**src/verilog/ats_pkg.sv**
```systemverilog
// Package of offsets, field positions, reset values and types for the A/D trigger sequencer.
package ats_pkg;
	localparam logic [7:0] OFF_CTRL0 = 8'h00;
	localparam logic [7:0] OFF_CTRL1 = 8'h04;
	localparam logic [7:0] OFF_CTRL2 = 8'h08;
	localparam logic [7:0] OFF_DELAY = 8'h0c;
	localparam logic [7:0] OFF_LB_HI = 8'h10;
	localparam logic [7:0] OFF_LB_LO = 8'h14;
	localparam logic [7:0] OFF_HB_HI = 8'h18;
	localparam logic [7:0] OFF_HB_LO = 8'h1c;
	localparam logic [7:0] OFF_RES_HI = 8'h20;
	localparam logic [7:0] OFF_RES_LO = 8'h24;
	localparam logic [7:0] OFF_FLAGS = 8'h28;
	localparam logic [7:0] OFF_IRQ_EN = 8'h2c;
	localparam int START_BIT = 0;
	localparam int BUSY_BIT = 1;
	localparam int PWR_BIT = 2;
	localparam int TSRC_BIT = 3;
	localparam int FMT_BIT = 4;
	localparam int DONE_BIT = 0;
	localparam int CMP_BIT = 1;
	localparam logic [7:0] DELAY_RST = 8'h00;
	localparam logic [2:0] DIV_RST = 3'h0;
	localparam logic [11:0] BOUND_RST = 12'h000;
	localparam logic [6:0] PRESC_ONES = 7'h7f;
	localparam logic [3:0] SAMPLE_TICKS = 4'h4;
	localparam logic [4:0] CONVERT_TICKS = 5'h0c;
	localparam logic [4:0] TOTAL_TICKS = 5'(SAMPLE_TICKS) + CONVERT_TICKS;
	localparam logic [1:0] CMP_INSIDE = 2'h0;
	localparam logic [1:0] CMP_AT_LOW = 2'h1;
	localparam logic [1:0] CMP_AT_HIGH = 2'h2;
	typedef struct packed {
		logic delay_enable;
		logic pwm_event_select;
		logic [1:0] compare_condition_select;
		logic unused_zero;
		logic [1:0] duty_source_select;
	} ats_ctrl2_t;
	localparam ats_ctrl2_t CTRL2_RST = 7'h00;
	typedef enum {ST_IDLE, ST_SAMPLE, ST_CONVERT} ats_state_t;
endpackage : ats_pkg

```
**src/verilog/ats_trigger_sequencer.sv**
```systemverilog
// A/D converter trigger, delay, timing, boundary compare and APB register block.
//
// Behaviour
// - Duty selector 00, 01, 1x picks PWM duty channel 0, 1, 2.
// - Bit 2 of control register 2 always reads zero.
// - Eight-bit delay register, read/write, resets to zero, counts system clocks.
// - Delay counting starts on a rising edge of the selected PWM flag.
// - High and low 12-bit boundary values are compared with the result.
// - Boundary values keep their contents while the converter is powered off.
// - Format 0: high byte holds bits 11..4, low byte upper nibble bits 3..0.
// - Format 1: high byte low nibble bits 11..8, low byte bits 7..0.
// - Trigger source bit picks software start or PWM event.
// - Software drives start low, high, low; one conversion follows.
// - PWM event bit picks period match or selected duty match.
// - Delay enable inserts programmed delay; otherwise the start is immediate.
// - Busy flag sets once a conversion is initiated.
// - Busy flag clears when the conversion cycle ends.
// - Completion sets the request flag; interrupt forwarded only when enabled.
// - A/D clock comes from the system clock, direct or divided, by three bits.
// - Conversion takes 4 sampling plus 12 converting A/D clocks, 16 total.
// - Compare condition: inside bounds, at or below low, at or above high, either.
`timescale 1ns/1ns
module ats_trigger_sequencer
	import ats_pkg::*;
(
	// Clock and reset
	input wire logic CLOCK_I,
	input wire logic RST_N_I,
	// APB slave
	input wire logic PSEL_I,
	input wire logic PENABLE_I,
	input wire logic PWRITE_I,
	input wire logic [7:0] PADDR_I,
	input wire logic [31:0] PWDATA_I,
	output logic [31:0] PRDATA_O,
	output logic PREADY_O,
	output logic PSLVERR_O,
	// PWM events and converter data
	input wire logic PWM_PERIOD_FLAG_I,
	input wire logic [2:0] PWM_DUTY_FLAG_I,
	input wire logic [11:0] RESULT_I,
	// Converter control and interrupts
	output logic POWER_EN_O,
	output logic SAMPLE_O,
	output logic BUSY_O,
	output logic ADC_IRQ_O,
	output logic CMP_IRQ_O
);
	// Byte view of a 12-bit value in either justification.
	function automatic logic [7:0] byte_view(input logic [11:0] v, input logic fmt,
		input logic hi);
		if (!fmt)
		begin
			byte_view = hi ? v[11:4] : {v[3:0], 4'h0};
		end
		else
		begin
			byte_view = hi ? {4'h0, v[11:8]} : v[7:0];
		end
	endfunction : byte_view

	// Merges a written byte into a 12-bit value in either justification.
	function automatic logic [11:0] byte_merge(input logic [11:0] v, input logic fmt,
		input logic hi, input logic [7:0] d);
		if (!fmt)
		begin
			byte_merge = hi ? {d, v[3:0]} : {v[11:4], d[7:4]};
		end
		else
		begin
			byte_merge = hi ? {d[3:0], v[7:0]} : {v[11:8], d};
		end
	endfunction : byte_merge

	logic start_reg;
	logic start_prev_reg;
	logic power_reg;
	logic tsrc_reg;
	logic fmt_reg;
	logic [2:0] div_reg;
	ats_ctrl2_t ctrl2_reg;
	logic [7:0] delay_reg;
	logic [11:0] low_bound_reg;
	logic [11:0] high_bound_reg;
	logic [11:0] result_reg;
	logic done_flag_reg;
	logic cmp_flag_reg;
	logic [1:0] irq_en_reg;
	logic pready_reg;
	logic pslverr_reg;
	logic [31:0] prdata_reg;
	logic pwm_prev_reg;
	logic dly_active_reg;
	logic [7:0] dly_cnt_reg;
	logic [6:0] presc_reg;
	logic [4:0] tick_cnt_reg;
	ats_state_t state_reg;
	ats_state_t state_next;
	logic busy_reg;
	logic sample_reg;
	logic adc_irq_reg;
	logic cmp_irq_reg;

	// Bus decode.
	wire access = PSEL_I && PENABLE_I;
	wire wr = access && PWRITE_I && pready_reg;
	wire wr_ctrl0 = wr && (PADDR_I == OFF_CTRL0);
	wire wr_ctrl1 = wr && (PADDR_I == OFF_CTRL1);
	wire wr_ctrl2 = wr && (PADDR_I == OFF_CTRL2);
	wire wr_delay = wr && (PADDR_I == OFF_DELAY);
	wire wr_lb_hi = wr && (PADDR_I == OFF_LB_HI);
	wire wr_lb_lo = wr && (PADDR_I == OFF_LB_LO);
	wire wr_hb_hi = wr && (PADDR_I == OFF_HB_HI);
	wire wr_hb_lo = wr && (PADDR_I == OFF_HB_LO);
	wire wr_flags = wr && (PADDR_I == OFF_FLAGS);
	wire wr_irq_en = wr && (PADDR_I == OFF_IRQ_EN);
	logic [7:0] rd_byte;
	logic addr_ok;

	always_comb
	begin
		addr_ok = 1'b1;
		if (PADDR_I == OFF_CTRL0)
			rd_byte = {3'h0, fmt_reg, tsrc_reg, power_reg, busy_reg, start_reg};
		else if (PADDR_I == OFF_CTRL1)
			rd_byte = {5'h00, div_reg};
		else if (PADDR_I == OFF_CTRL2)
			rd_byte = {1'b0, ctrl2_reg[6:3], 1'b0, ctrl2_reg[1:0]};
		else if (PADDR_I == OFF_DELAY)
			rd_byte = delay_reg;
		else if (PADDR_I == OFF_LB_HI)
			rd_byte = byte_view(low_bound_reg, fmt_reg, 1'b1);
		else if (PADDR_I == OFF_LB_LO)
			rd_byte = byte_view(low_bound_reg, fmt_reg, 1'b0);
		else if (PADDR_I == OFF_HB_HI)
			rd_byte = byte_view(high_bound_reg, fmt_reg, 1'b1);
		else if (PADDR_I == OFF_HB_LO)
			rd_byte = byte_view(high_bound_reg, fmt_reg, 1'b0);
		else if (PADDR_I == OFF_RES_HI)
			rd_byte = byte_view(result_reg, fmt_reg, 1'b1);
		else if (PADDR_I == OFF_RES_LO)
			rd_byte = byte_view(result_reg, fmt_reg, 1'b0);
		else if (PADDR_I == OFF_FLAGS)
			rd_byte = {6'h00, cmp_flag_reg, done_flag_reg};
		else if (PADDR_I == OFF_IRQ_EN)
			rd_byte = {6'h00, irq_en_reg};
		else
		begin
			rd_byte = 8'h00;
			addr_ok = 1'b0;
		end
	end

	// Trigger selection and delay counter.
	wire duty_flag = ctrl2_reg.duty_source_select[1] ? PWM_DUTY_FLAG_I[2] :
		PWM_DUTY_FLAG_I[ctrl2_reg.duty_source_select[0]];
	wire pwm_flag = ctrl2_reg.pwm_event_select ? duty_flag : PWM_PERIOD_FLAG_I;
	wire pwm_edge = tsrc_reg && pwm_flag && !pwm_prev_reg;
	wire use_delay = ctrl2_reg.delay_enable && (delay_reg != DELAY_RST);
	wire dly_hit = dly_active_reg && (dly_cnt_reg == delay_reg);
	wire pwm_start = use_delay ? dly_hit : pwm_edge;
	wire sw_start = !tsrc_reg && start_prev_reg && !start_reg;
	wire trig = tsrc_reg ? pwm_start : sw_start;
	wire conv_start = trig && power_reg && (state_reg == ST_IDLE);

	// A/D clock ticks every 2^n system clocks.
	wire [6:0] presc_mask = PRESC_ONES >> (3'h7 - div_reg);
	wire adc_tick = (presc_reg & presc_mask) == presc_mask;
	wire conv_end = (state_reg == ST_CONVERT) && adc_tick &&
		(tick_cnt_reg == TOTAL_TICKS - 5'h01);
	wire below_low = RESULT_I <= low_bound_reg;
	wire above_high = RESULT_I >= high_bound_reg;
	logic cmp_hit;

	always_comb
	begin
		case (ctrl2_reg.compare_condition_select)
			CMP_INSIDE: cmp_hit = !below_low && !above_high;
			CMP_AT_LOW: cmp_hit = below_low;
			CMP_AT_HIGH: cmp_hit = above_high;
			default: cmp_hit = below_low || above_high;
		endcase
	end

	always_comb
	begin
		state_next = state_reg;
		case (state_reg)
			ST_IDLE:
				if (conv_start)
					state_next = ST_SAMPLE;
			ST_SAMPLE:
				if (!power_reg)
					state_next = ST_IDLE;
				else if (adc_tick && tick_cnt_reg == 5'(SAMPLE_TICKS) - 5'h01)
					state_next = ST_CONVERT;
			default:
				if (!power_reg || conv_end)
					state_next = ST_IDLE;
		endcase
	end

	wire done_next = conv_end || (done_flag_reg && !(wr_flags && PWDATA_I[DONE_BIT]));
	wire cmp_next = (conv_end && cmp_hit) ||
		(cmp_flag_reg && !(wr_flags && PWDATA_I[CMP_BIT]));

	// APB answer: one wait state, data and error from flip-flops.
	always_ff @(posedge CLOCK_I or negedge RST_N_I)
	begin
		if (!RST_N_I)
		begin
			pready_reg <= 1'b0;
			pslverr_reg <= 1'b0;
			prdata_reg <= 32'h0000_0000;
		end
		else
		begin
			pready_reg <= access && !pready_reg;
			pslverr_reg <= access && !pready_reg && !addr_ok;
			prdata_reg <= (access && !pready_reg && !PWRITE_I) ? {24'h000000, rd_byte} :
				32'h0000_0000;
		end
	end

	// Software registers. Power-off leaves the boundary values alone.
	always_ff @(posedge CLOCK_I or negedge RST_N_I)
	begin
		if (!RST_N_I)
		begin
			start_reg <= 1'b0;
			power_reg <= 1'b0;
			tsrc_reg <= 1'b0;
			fmt_reg <= 1'b0;
			div_reg <= DIV_RST;
			ctrl2_reg <= CTRL2_RST;
			delay_reg <= DELAY_RST;
			low_bound_reg <= BOUND_RST;
			high_bound_reg <= BOUND_RST;
			irq_en_reg <= 2'h0;
		end
		else
		begin
			if (wr_ctrl0)
			begin
				start_reg <= PWDATA_I[START_BIT];
				power_reg <= PWDATA_I[PWR_BIT];
				tsrc_reg <= PWDATA_I[TSRC_BIT];
				fmt_reg <= PWDATA_I[FMT_BIT];
			end
			if (wr_ctrl1)
				div_reg <= PWDATA_I[2:0];
			if (wr_ctrl2)
				ctrl2_reg <= {PWDATA_I[6:3], 1'b0, PWDATA_I[1:0]};
			if (wr_delay)
				delay_reg <= PWDATA_I[7:0];
			if (wr_lb_hi || wr_lb_lo)
				low_bound_reg <= byte_merge(low_bound_reg, fmt_reg, wr_lb_hi,
					PWDATA_I[7:0]);
			if (wr_hb_hi || wr_hb_lo)
				high_bound_reg <= byte_merge(high_bound_reg, fmt_reg, wr_hb_hi,
					PWDATA_I[7:0]);
			if (wr_irq_en)
				irq_en_reg <= PWDATA_I[1:0];
		end
	end

	// Conversion sequencing, delay counting and flags.
	always_ff @(posedge CLOCK_I or negedge RST_N_I)
	begin
		if (!RST_N_I)
		begin
			start_prev_reg <= 1'b0;
			pwm_prev_reg <= 1'b0;
			dly_active_reg <= 1'b0;
			dly_cnt_reg <= DELAY_RST;
			presc_reg <= 7'h00;
			tick_cnt_reg <= 5'h00;
			state_reg <= ST_IDLE;
			busy_reg <= 1'b0;
			sample_reg <= 1'b0;
			result_reg <= BOUND_RST;
			done_flag_reg <= 1'b0;
			cmp_flag_reg <= 1'b0;
			adc_irq_reg <= 1'b0;
			cmp_irq_reg <= 1'b0;
		end
		else
		begin
			start_prev_reg <= start_reg;
			pwm_prev_reg <= pwm_flag;
			if (pwm_edge && use_delay)
			begin
				dly_active_reg <= 1'b1;
				dly_cnt_reg <= 8'h01;
			end
			else if (dly_hit || !use_delay)
				dly_active_reg <= 1'b0;
			else if (dly_active_reg)
				dly_cnt_reg <= dly_cnt_reg + 8'h01;
			presc_reg <= conv_start ? 7'h00 : presc_reg + 7'h01;
			if (conv_start)
				tick_cnt_reg <= 5'h00;
			else if (state_reg != ST_IDLE && adc_tick)
				tick_cnt_reg <= tick_cnt_reg + 5'h01;
			state_reg <= state_next;
			busy_reg <= state_next != ST_IDLE;
			sample_reg <= state_next == ST_SAMPLE;
			if (conv_end)
				result_reg <= RESULT_I;
			done_flag_reg <= done_next;
			cmp_flag_reg <= cmp_next;
			adc_irq_reg <= done_next && irq_en_reg[DONE_BIT];
			cmp_irq_reg <= cmp_next && irq_en_reg[CMP_BIT];
		end
	end

	assign PRDATA_O = prdata_reg;
	assign PREADY_O = pready_reg;
	assign PSLVERR_O = pslverr_reg;
	assign POWER_EN_O = power_reg;
	assign SAMPLE_O = sample_reg;
	assign BUSY_O = busy_reg;
	assign ADC_IRQ_O = adc_irq_reg;
	assign CMP_IRQ_O = cmp_irq_reg;
endmodule : ats_trigger_sequencer
```
**config.mk**
```make
export PLATFORM = sky130hd
export DESIGN_NAME = ats_trigger_sequencer
export DESIGN_NICKNAME = d
export VERILOG_FILES = /design/src/verilog/ats_pkg.sv /design/src/verilog/ats_trigger_sequencer.sv
export SDC_FILE = /design/constraint.sdc
export NUM_CORES = 1
export LEC_CHECK = 0
export BUFFER_PORTS_ARGS = -buffer_cell sky130_fd_sc_hd__clkbuf_2
export CAP_MARGIN = 5
export CORE_MARGIN = 2
export CORE_UTILIZATION = 50
export CTS_CLUSTER_DIAMETER = 60
export CTS_CLUSTER_SIZE = 30
export DETAILED_ROUTE_END_ITERATION = 8
export PLACE_DENSITY = 0.71
export SYNTH_ARGS = -nofsm -noshare
export SYNTH_HDL_FRONTEND = slang
export SYNTH_SLANG_ARGS = --single-unit
export TNS_END_PERCENT = 50
```
**constraint.sdc**
```tcl
create_clock -name CLOCK_I -period 4.95 [get_ports CLOCK_I]
set_input_delay 0.495 -clock CLOCK_I [delete_from_list [all_inputs] [get_ports CLOCK_I]]
set_output_delay 0.495 -clock CLOCK_I [all_outputs]
set_load 0.005 [all_outputs]
```
; ---- Word-level counts from Yosys, hierarchy flattened
; Cells that the tools add are included.
[op_classes]
addsub = 4
bitwise = 3
order_cmp = 3
mux = 57
reduce_logical = 75
shifts = 1
eq_ne = 23
[op_table]
columns = cell, n
row1 = 2-to-1 mux 8 bit, 20
row2 = 2-to-1 mux 32 bit, 4
row3 = 2-to-1 mux 12 bit, 6
row4 = logical NOT 32 bit, 2
row5 = case mux 32 bit (2 select lines), 1
row6 = nonzero test 32 bit, 2
row7 = logical AND 1 bit, 37
row8 = equality test 32 x 1 -> 1 bit (second input constant), 1
row9 = equality test 32 x 2 -> 1 bit (second input constant), 1
row10 = equality test 32 x 3 -> 1 bit (second input constant), 1
row11 = equality test 8 x 5 -> 1 bit (second input constant), 4
row12 = equality test 8 x 6 -> 1 bit (second input constant), 4
row13 = 2-to-1 mux 1 bit, 20
row14 = equality test 8 x 4 -> 1 bit (second input constant), 2
row15 = >= comparator 12 bit, 1
row16 = <= comparator 12 bit, 1
row17 = logical NOT 1 bit, 12
row18 = 2-to-1 mux 5 bit, 2
row19 = AND reduction 2 bit, 5
row20 = nonzero test 2 bit, 5
row21 = adder 8 x 1 -> 8 bit (second input constant), 1
row22 = equality test 8 x 3 -> 1 bit (second input constant), 1
row23 = equality test 8 bit, 1
row24 = logical NOT 8 bit, 1
row25 = other kinds (20), 31
[totals]
in_bits = 61
output_inout_bits = 39
wordCells = 200
reg_bits = 130

; ---- Logic depth before layout (Yosys ltp)
[logic_depth]
word_depth = 15
depth_mapped = 9
ltp_nobuf = 8

; ---- Least setup slack after synthesis
; No wires, ideal clock.
[synth_timing]
kind = input-to-reg
startpoint = in PADDR_I[1]
endpoint = reg low_bound_reg[5]
n_path_buf = 3
t_arrival_ns = 2.020
path_stages = 9
setup_time_ns = 0.125
t_required_ns = 4.825
path_slack_ns = 2.806
cell_sequence = buf_2 -> or4_1 -> buf_2 -> nor2_4 -> nand2_2 -> buf_6 -> nand3_1 -> o21ai_1 -> mux2_2
[synth_between]
elab_chain_len = 4
word_cells_on_any_way = 8
classes_between = eq/ne (3) / reduce/logical (5)
[synth_lines]
columns = item, line_no
row1 = start: declaration, ats_trigger_sequencer.sv:33  ; input wire logic [7:0] PADDR_I,
row2 = "equality test 8 x 5 -> 1 bit, on equally long branches", "ats_trigger_sequencer.sv:111, ats_trigger_sequencer.sv:112"
row3 = "logical AND 1 bit, on equally long branches", "ats_trigger_sequencer.sv:111, ats_trigger_sequencer.sv:112"
row4 = "!= test 2 bit (no source line), or another cell as far along", n/a
row5 = AND reduction 3 bit (no source line) (*), n/a
row6 = end signal: assignment, ats_trigger_sequencer.sv:257  ; low_bound_reg <= byte_merge(low_bound_reg, fmt_reg, wr_lb_hi,
row7 = end: declaration, ats_trigger_sequencer.sv:83  ; logic [11:0] low_bound_reg;
; Mark *: on every way between the ends. The rest lies on a longest branch, timed or not.
; A chain may end at the register's enable or synchronous reset.

; ---- Worst setup path after layout
[layout_timing]
startpoint = reg state_reg[19]
endpoint = reg state_reg[11]
[layout_between]
elab_chain_len = 6
word_cells_on_any_way = 11
classes_between = eq/ne (2) / mux (3) / reduce/logical (6)
[layout_lines]
columns = item, line_no
row1 = start: declaration, ats_trigger_sequencer.sv:97  ; ats_state_t state_reg;
row2 = start signal: assignment, ats_trigger_sequencer.sv:305  ; state_reg <= state_next;
row3 = equality test 32 x 3 -> 1 bit, ats_trigger_sequencer.sv:169  ; wire conv_end = (state_reg == ST_CONVERT) && adc_tick &&
row4 = logical AND 1 bit (2 in series), ats_trigger_sequencer.sv:169
row5 = logical OR 1 bit, ats_trigger_sequencer.sv:198  ; if (!power_reg || conv_end)
row6 = 2-to-1 mux 32 bit, ats_trigger_sequencer.sv:198
row7 = case mux 32 bit (2 select lines) (*), ats_trigger_sequencer.sv:188  ; case (state_reg)
row8 = named net state_next[11], ats_trigger_sequencer.sv:98  ; ats_state_t state_next;
; The timed path passes the listed nets; every way through them passes the cells marked *.

==> impl_metrics.tcl <==
set metrics [dict create \
    grt_max_degree 90 \
    hold_violations 0 \
    cts_resized 0 \
    powerDensity_nw_per_um2 302 \
    grt_usage 0.265 \
    gp_congestion 0.963 \
    cts_max_path_buffers 2 \
    nets 848 \
    num-fill-cells 1214 \
    ir_worst_vdd_mv 0.236 \
    cp_max_fo 30 \
    maxSlewHeadroom 0.266 \
    synthArstFlopShare 1.00 \
    ys_warn_count 0 \
    holdBufCountCts 0 \
    start_util 0.506 \
    synth.distinct_cells 80 \
    crit_required_ps 5230 \
    ys_ff_latch 130 \
    p_sw_frac 0.246 \
    clkPwrFrac 0.515 \
    die_width_um 125 \
    fmax_ghz 0.329 \
    antenna_found_initial 0 \
    synth-main-ff-cell "dfrtp_1" \
    synthCells 708 \
    cts-root-buf "clkbuf_16" \
    critPathCaptureType "flip-flop" \
    drv_slew 0 \
    routed_wl_um 19800 \
    synthTopCellsByCount "dfrtp_1 (130), nor2_1 (47), mux2_2 (44)" \
    synth_area_per_cell_sq_um 10.3 \
    cts_max_level 4 \
    yosys.area.top_type "dfrtp_1" \
    yosysMostFrequentCell "dfrtp_1" \
    pwr-share-seq 0.434 \
    first_pass_iters 5 \
    num_io_pins 100 \
    die_area_sq_um 15500 \
    die_h_um 125 \
    synth_edf_count 0 \
    postCtsSetupBuffers 0 \
    crit_type "reg -> reg" \
    clk_pin_slew_worst_paths_ps 60 \
    period_needed_ps 3040 \
    drv_cap 0 \
    fin_skew_ps 6.61 \
    grt_first_pass_wirelength_um 31800 \
    internal_power_mw 1.86 \
    crit_path_start "state_reg[19]" \
    yosys-top-cells-area "dfrtp_1 (45%), mux2_2 (6.8%), ha_1 (4.8%)" \
    power_mw 2.47 \
    p_leak_nw 3.60 \
    tightestPinTransition_ps 1100 \
    core_sq_um 14400 \
    grt_pass1_vias 5670 \
    setup-violations-final 0 \
    p_switching_uw 608 \
    numPortBuffers 51 \
    rows 44 \
    largest_register_ffs 32 \
    drive_above_1_share 0.205 \
    seq_area_frac_synth 0.447 \
    cp-start-kind "flip-flop" \
    rsz0062_at_grt "no" \
    hpwl_um 14400 \
    synthToLayoutAreaGrowth_pct 12.3 \
    clk_latency_ps 430 \
    fin_setup_tns_ps 0 \
    drtIter0Drc 576 \
    arrival_ps 3320 \
    hold_class "in -> async" \
    drtAntennaViolNets 0 \
    cts.sinks 130 \
    drc_errors 0 \
    num_vias 5714 \
    syn_area_sq_um 7270 \
    routed_via_density 5.98 \
    antenna_cells 0 \
    cts_made_buffers 17 \
    cts_tree "yes" \
    outcome "completed" \
    period_share 0.614 \
    r2r-start "state_reg[19]" \
    grt.overflow.total 0 \
    synth_top_area_frac 0.447 \
    wl_per_cell_um 20.7 \
    share_comb_of_total_power 0.051 \
]
-- critical path, cell delays in order (launching register included) --
cell     delay [ps]
dfrtp_1         370
nor4_1          320
nand4_1         280
nor4_2          590
o311a_1         620
o32a_2          570
nor2b_1         130
-- final timing paths --
path	end	slack (ps)	cells past startpoint
setup / recovery	state_reg[11]	1910	6
hold / removal	state_reg[22]	260	1
setup reg to reg	state_reg[11]	1910	6
hold reg to reg	start_prev_reg	440	0
max in group asynchronous	result_reg[5]	3500	2
min in group CLOCK_I	result_reg[4]	360	2
-- kinds of logic after synthesis --
kind of cell	count (synthesis)	share of synthesized area
AO/OA/AOI/OAI	142	0.130
XOR/XNOR	23	0.0277
adder cells (fa/ha/maj)	28	0.0482
buffers and inverters	78	0.0585
flip-flops	130	0.447
multiplexers	69	0.104
other	1	0.000516
AND/OR/NAND/NOR	237	0.184
-- final cells by class --
| cell class | count | area [sq um] | area share |
|---|---|---|---|
| multi-input combinational | 523 | 3680 | 0.451 |
| tap | 184 | 230 | 0.0282 |
| sequential | 130 | 3250 | 0.398 |
| timing repair buffer | 56 | 295 | 0.0361 |
| inverter | 31 | 116 | 0.0142 |
| clock buffer | 18 | 429 | 0.0525 |
| clock inverter | 14 | 165 | 0.0202 |
-- cell usage in the layout (no fill, tap or decap), types with 3 or more instances in the layout --
cell | synthesis | final
conb_1 | 1 | 24
a2111oi_0 | 5 | 5
nor4b_2 | 3 | 3
clkbuf_16 | 0 | 17
o221ai_1 | 5 | 5
nor3_1 | 12 | 12
buf_4 | 27 | 6
mux2i_1 | 23 | 23
ha_1 | 28 | 28
nand2b_1 | 11 | 11
mux2_2 | 44 | 44
a21o_1 | 8 | 8
nor4_1 | 10 | 10
a22oi_1 | 7 | 7
a31oi_1 | 4 | 4
or4_1 | 3 | 3
nand3_1 | 20 | 20
o211ai_1 | 3 | 3
and2_1 | 6 | 6
dfrtp_1 | 130 | 129
a22o_1 | 3 | 3
nand4_1 | 16 | 16
or3_1 | 5 | 5
xor2_1 | 11 | 11
o21ai_1 | 3 | 3
nand2_2 | 3 | 3
o22ai_1 | 4 | 4
inv_1 | 31 | 31
xnor2_1 | 12 | 12
nor2b_1 | 34 | 34
and3_1 | 5 | 5
a211oi_1 | 3 | 3
nand2_1 | 42 | 42
nor2_1 | 47 | 47
clkbuf_2 | 0 | 50
inv_6 | 0 | 6
o21ai_0 | 37 | 37
a21oi_1 | 32 | 32
-- per-stage QoR --
step,area (sq um),util,hold WS [ps],instances,setup WS (ps)
3_5_place_dp,7580,0.527,426,924,1940
3_3_place_gp,7580,0.527,414,924,2090
5_1_grt,8170,0.569,345,956,1620
2_1_floorplan,7360,-,199,731,2810
4_1_cts,8170,0.569,316,956,1900
6_report,8170,0.569,258,956,1910
-- power groups by stage --
stage / clock network [mW] / registers (mW) / logic [mW]
2_1_floorplan: 0 / 1.09 / 0.0719
3_3_place_gp: 0 / 1.09 / 0.119
3_5_place_dp: 0 / 1.09 / 0.125
4_1_cts: 1.29 / 1.07 / 0.126
5_1_grt: 1.35 / 1.07 / 0.143
6_report: 1.27 / 1.07 / 0.126
-- per-layer routing --
layer | track usage | vias up | wire length [um]
met5 | 0 | - | 0
met4 | 0.0932 | 0 | 465
met3 | 0.0468 | 35 | 1280
met2 | 0.396 | 232 | 8820
met1 | 0.388 | 2814 | 9200
li1 | - | 2633 | -
No activity file was read; power rests on OpenSTA's default activity.
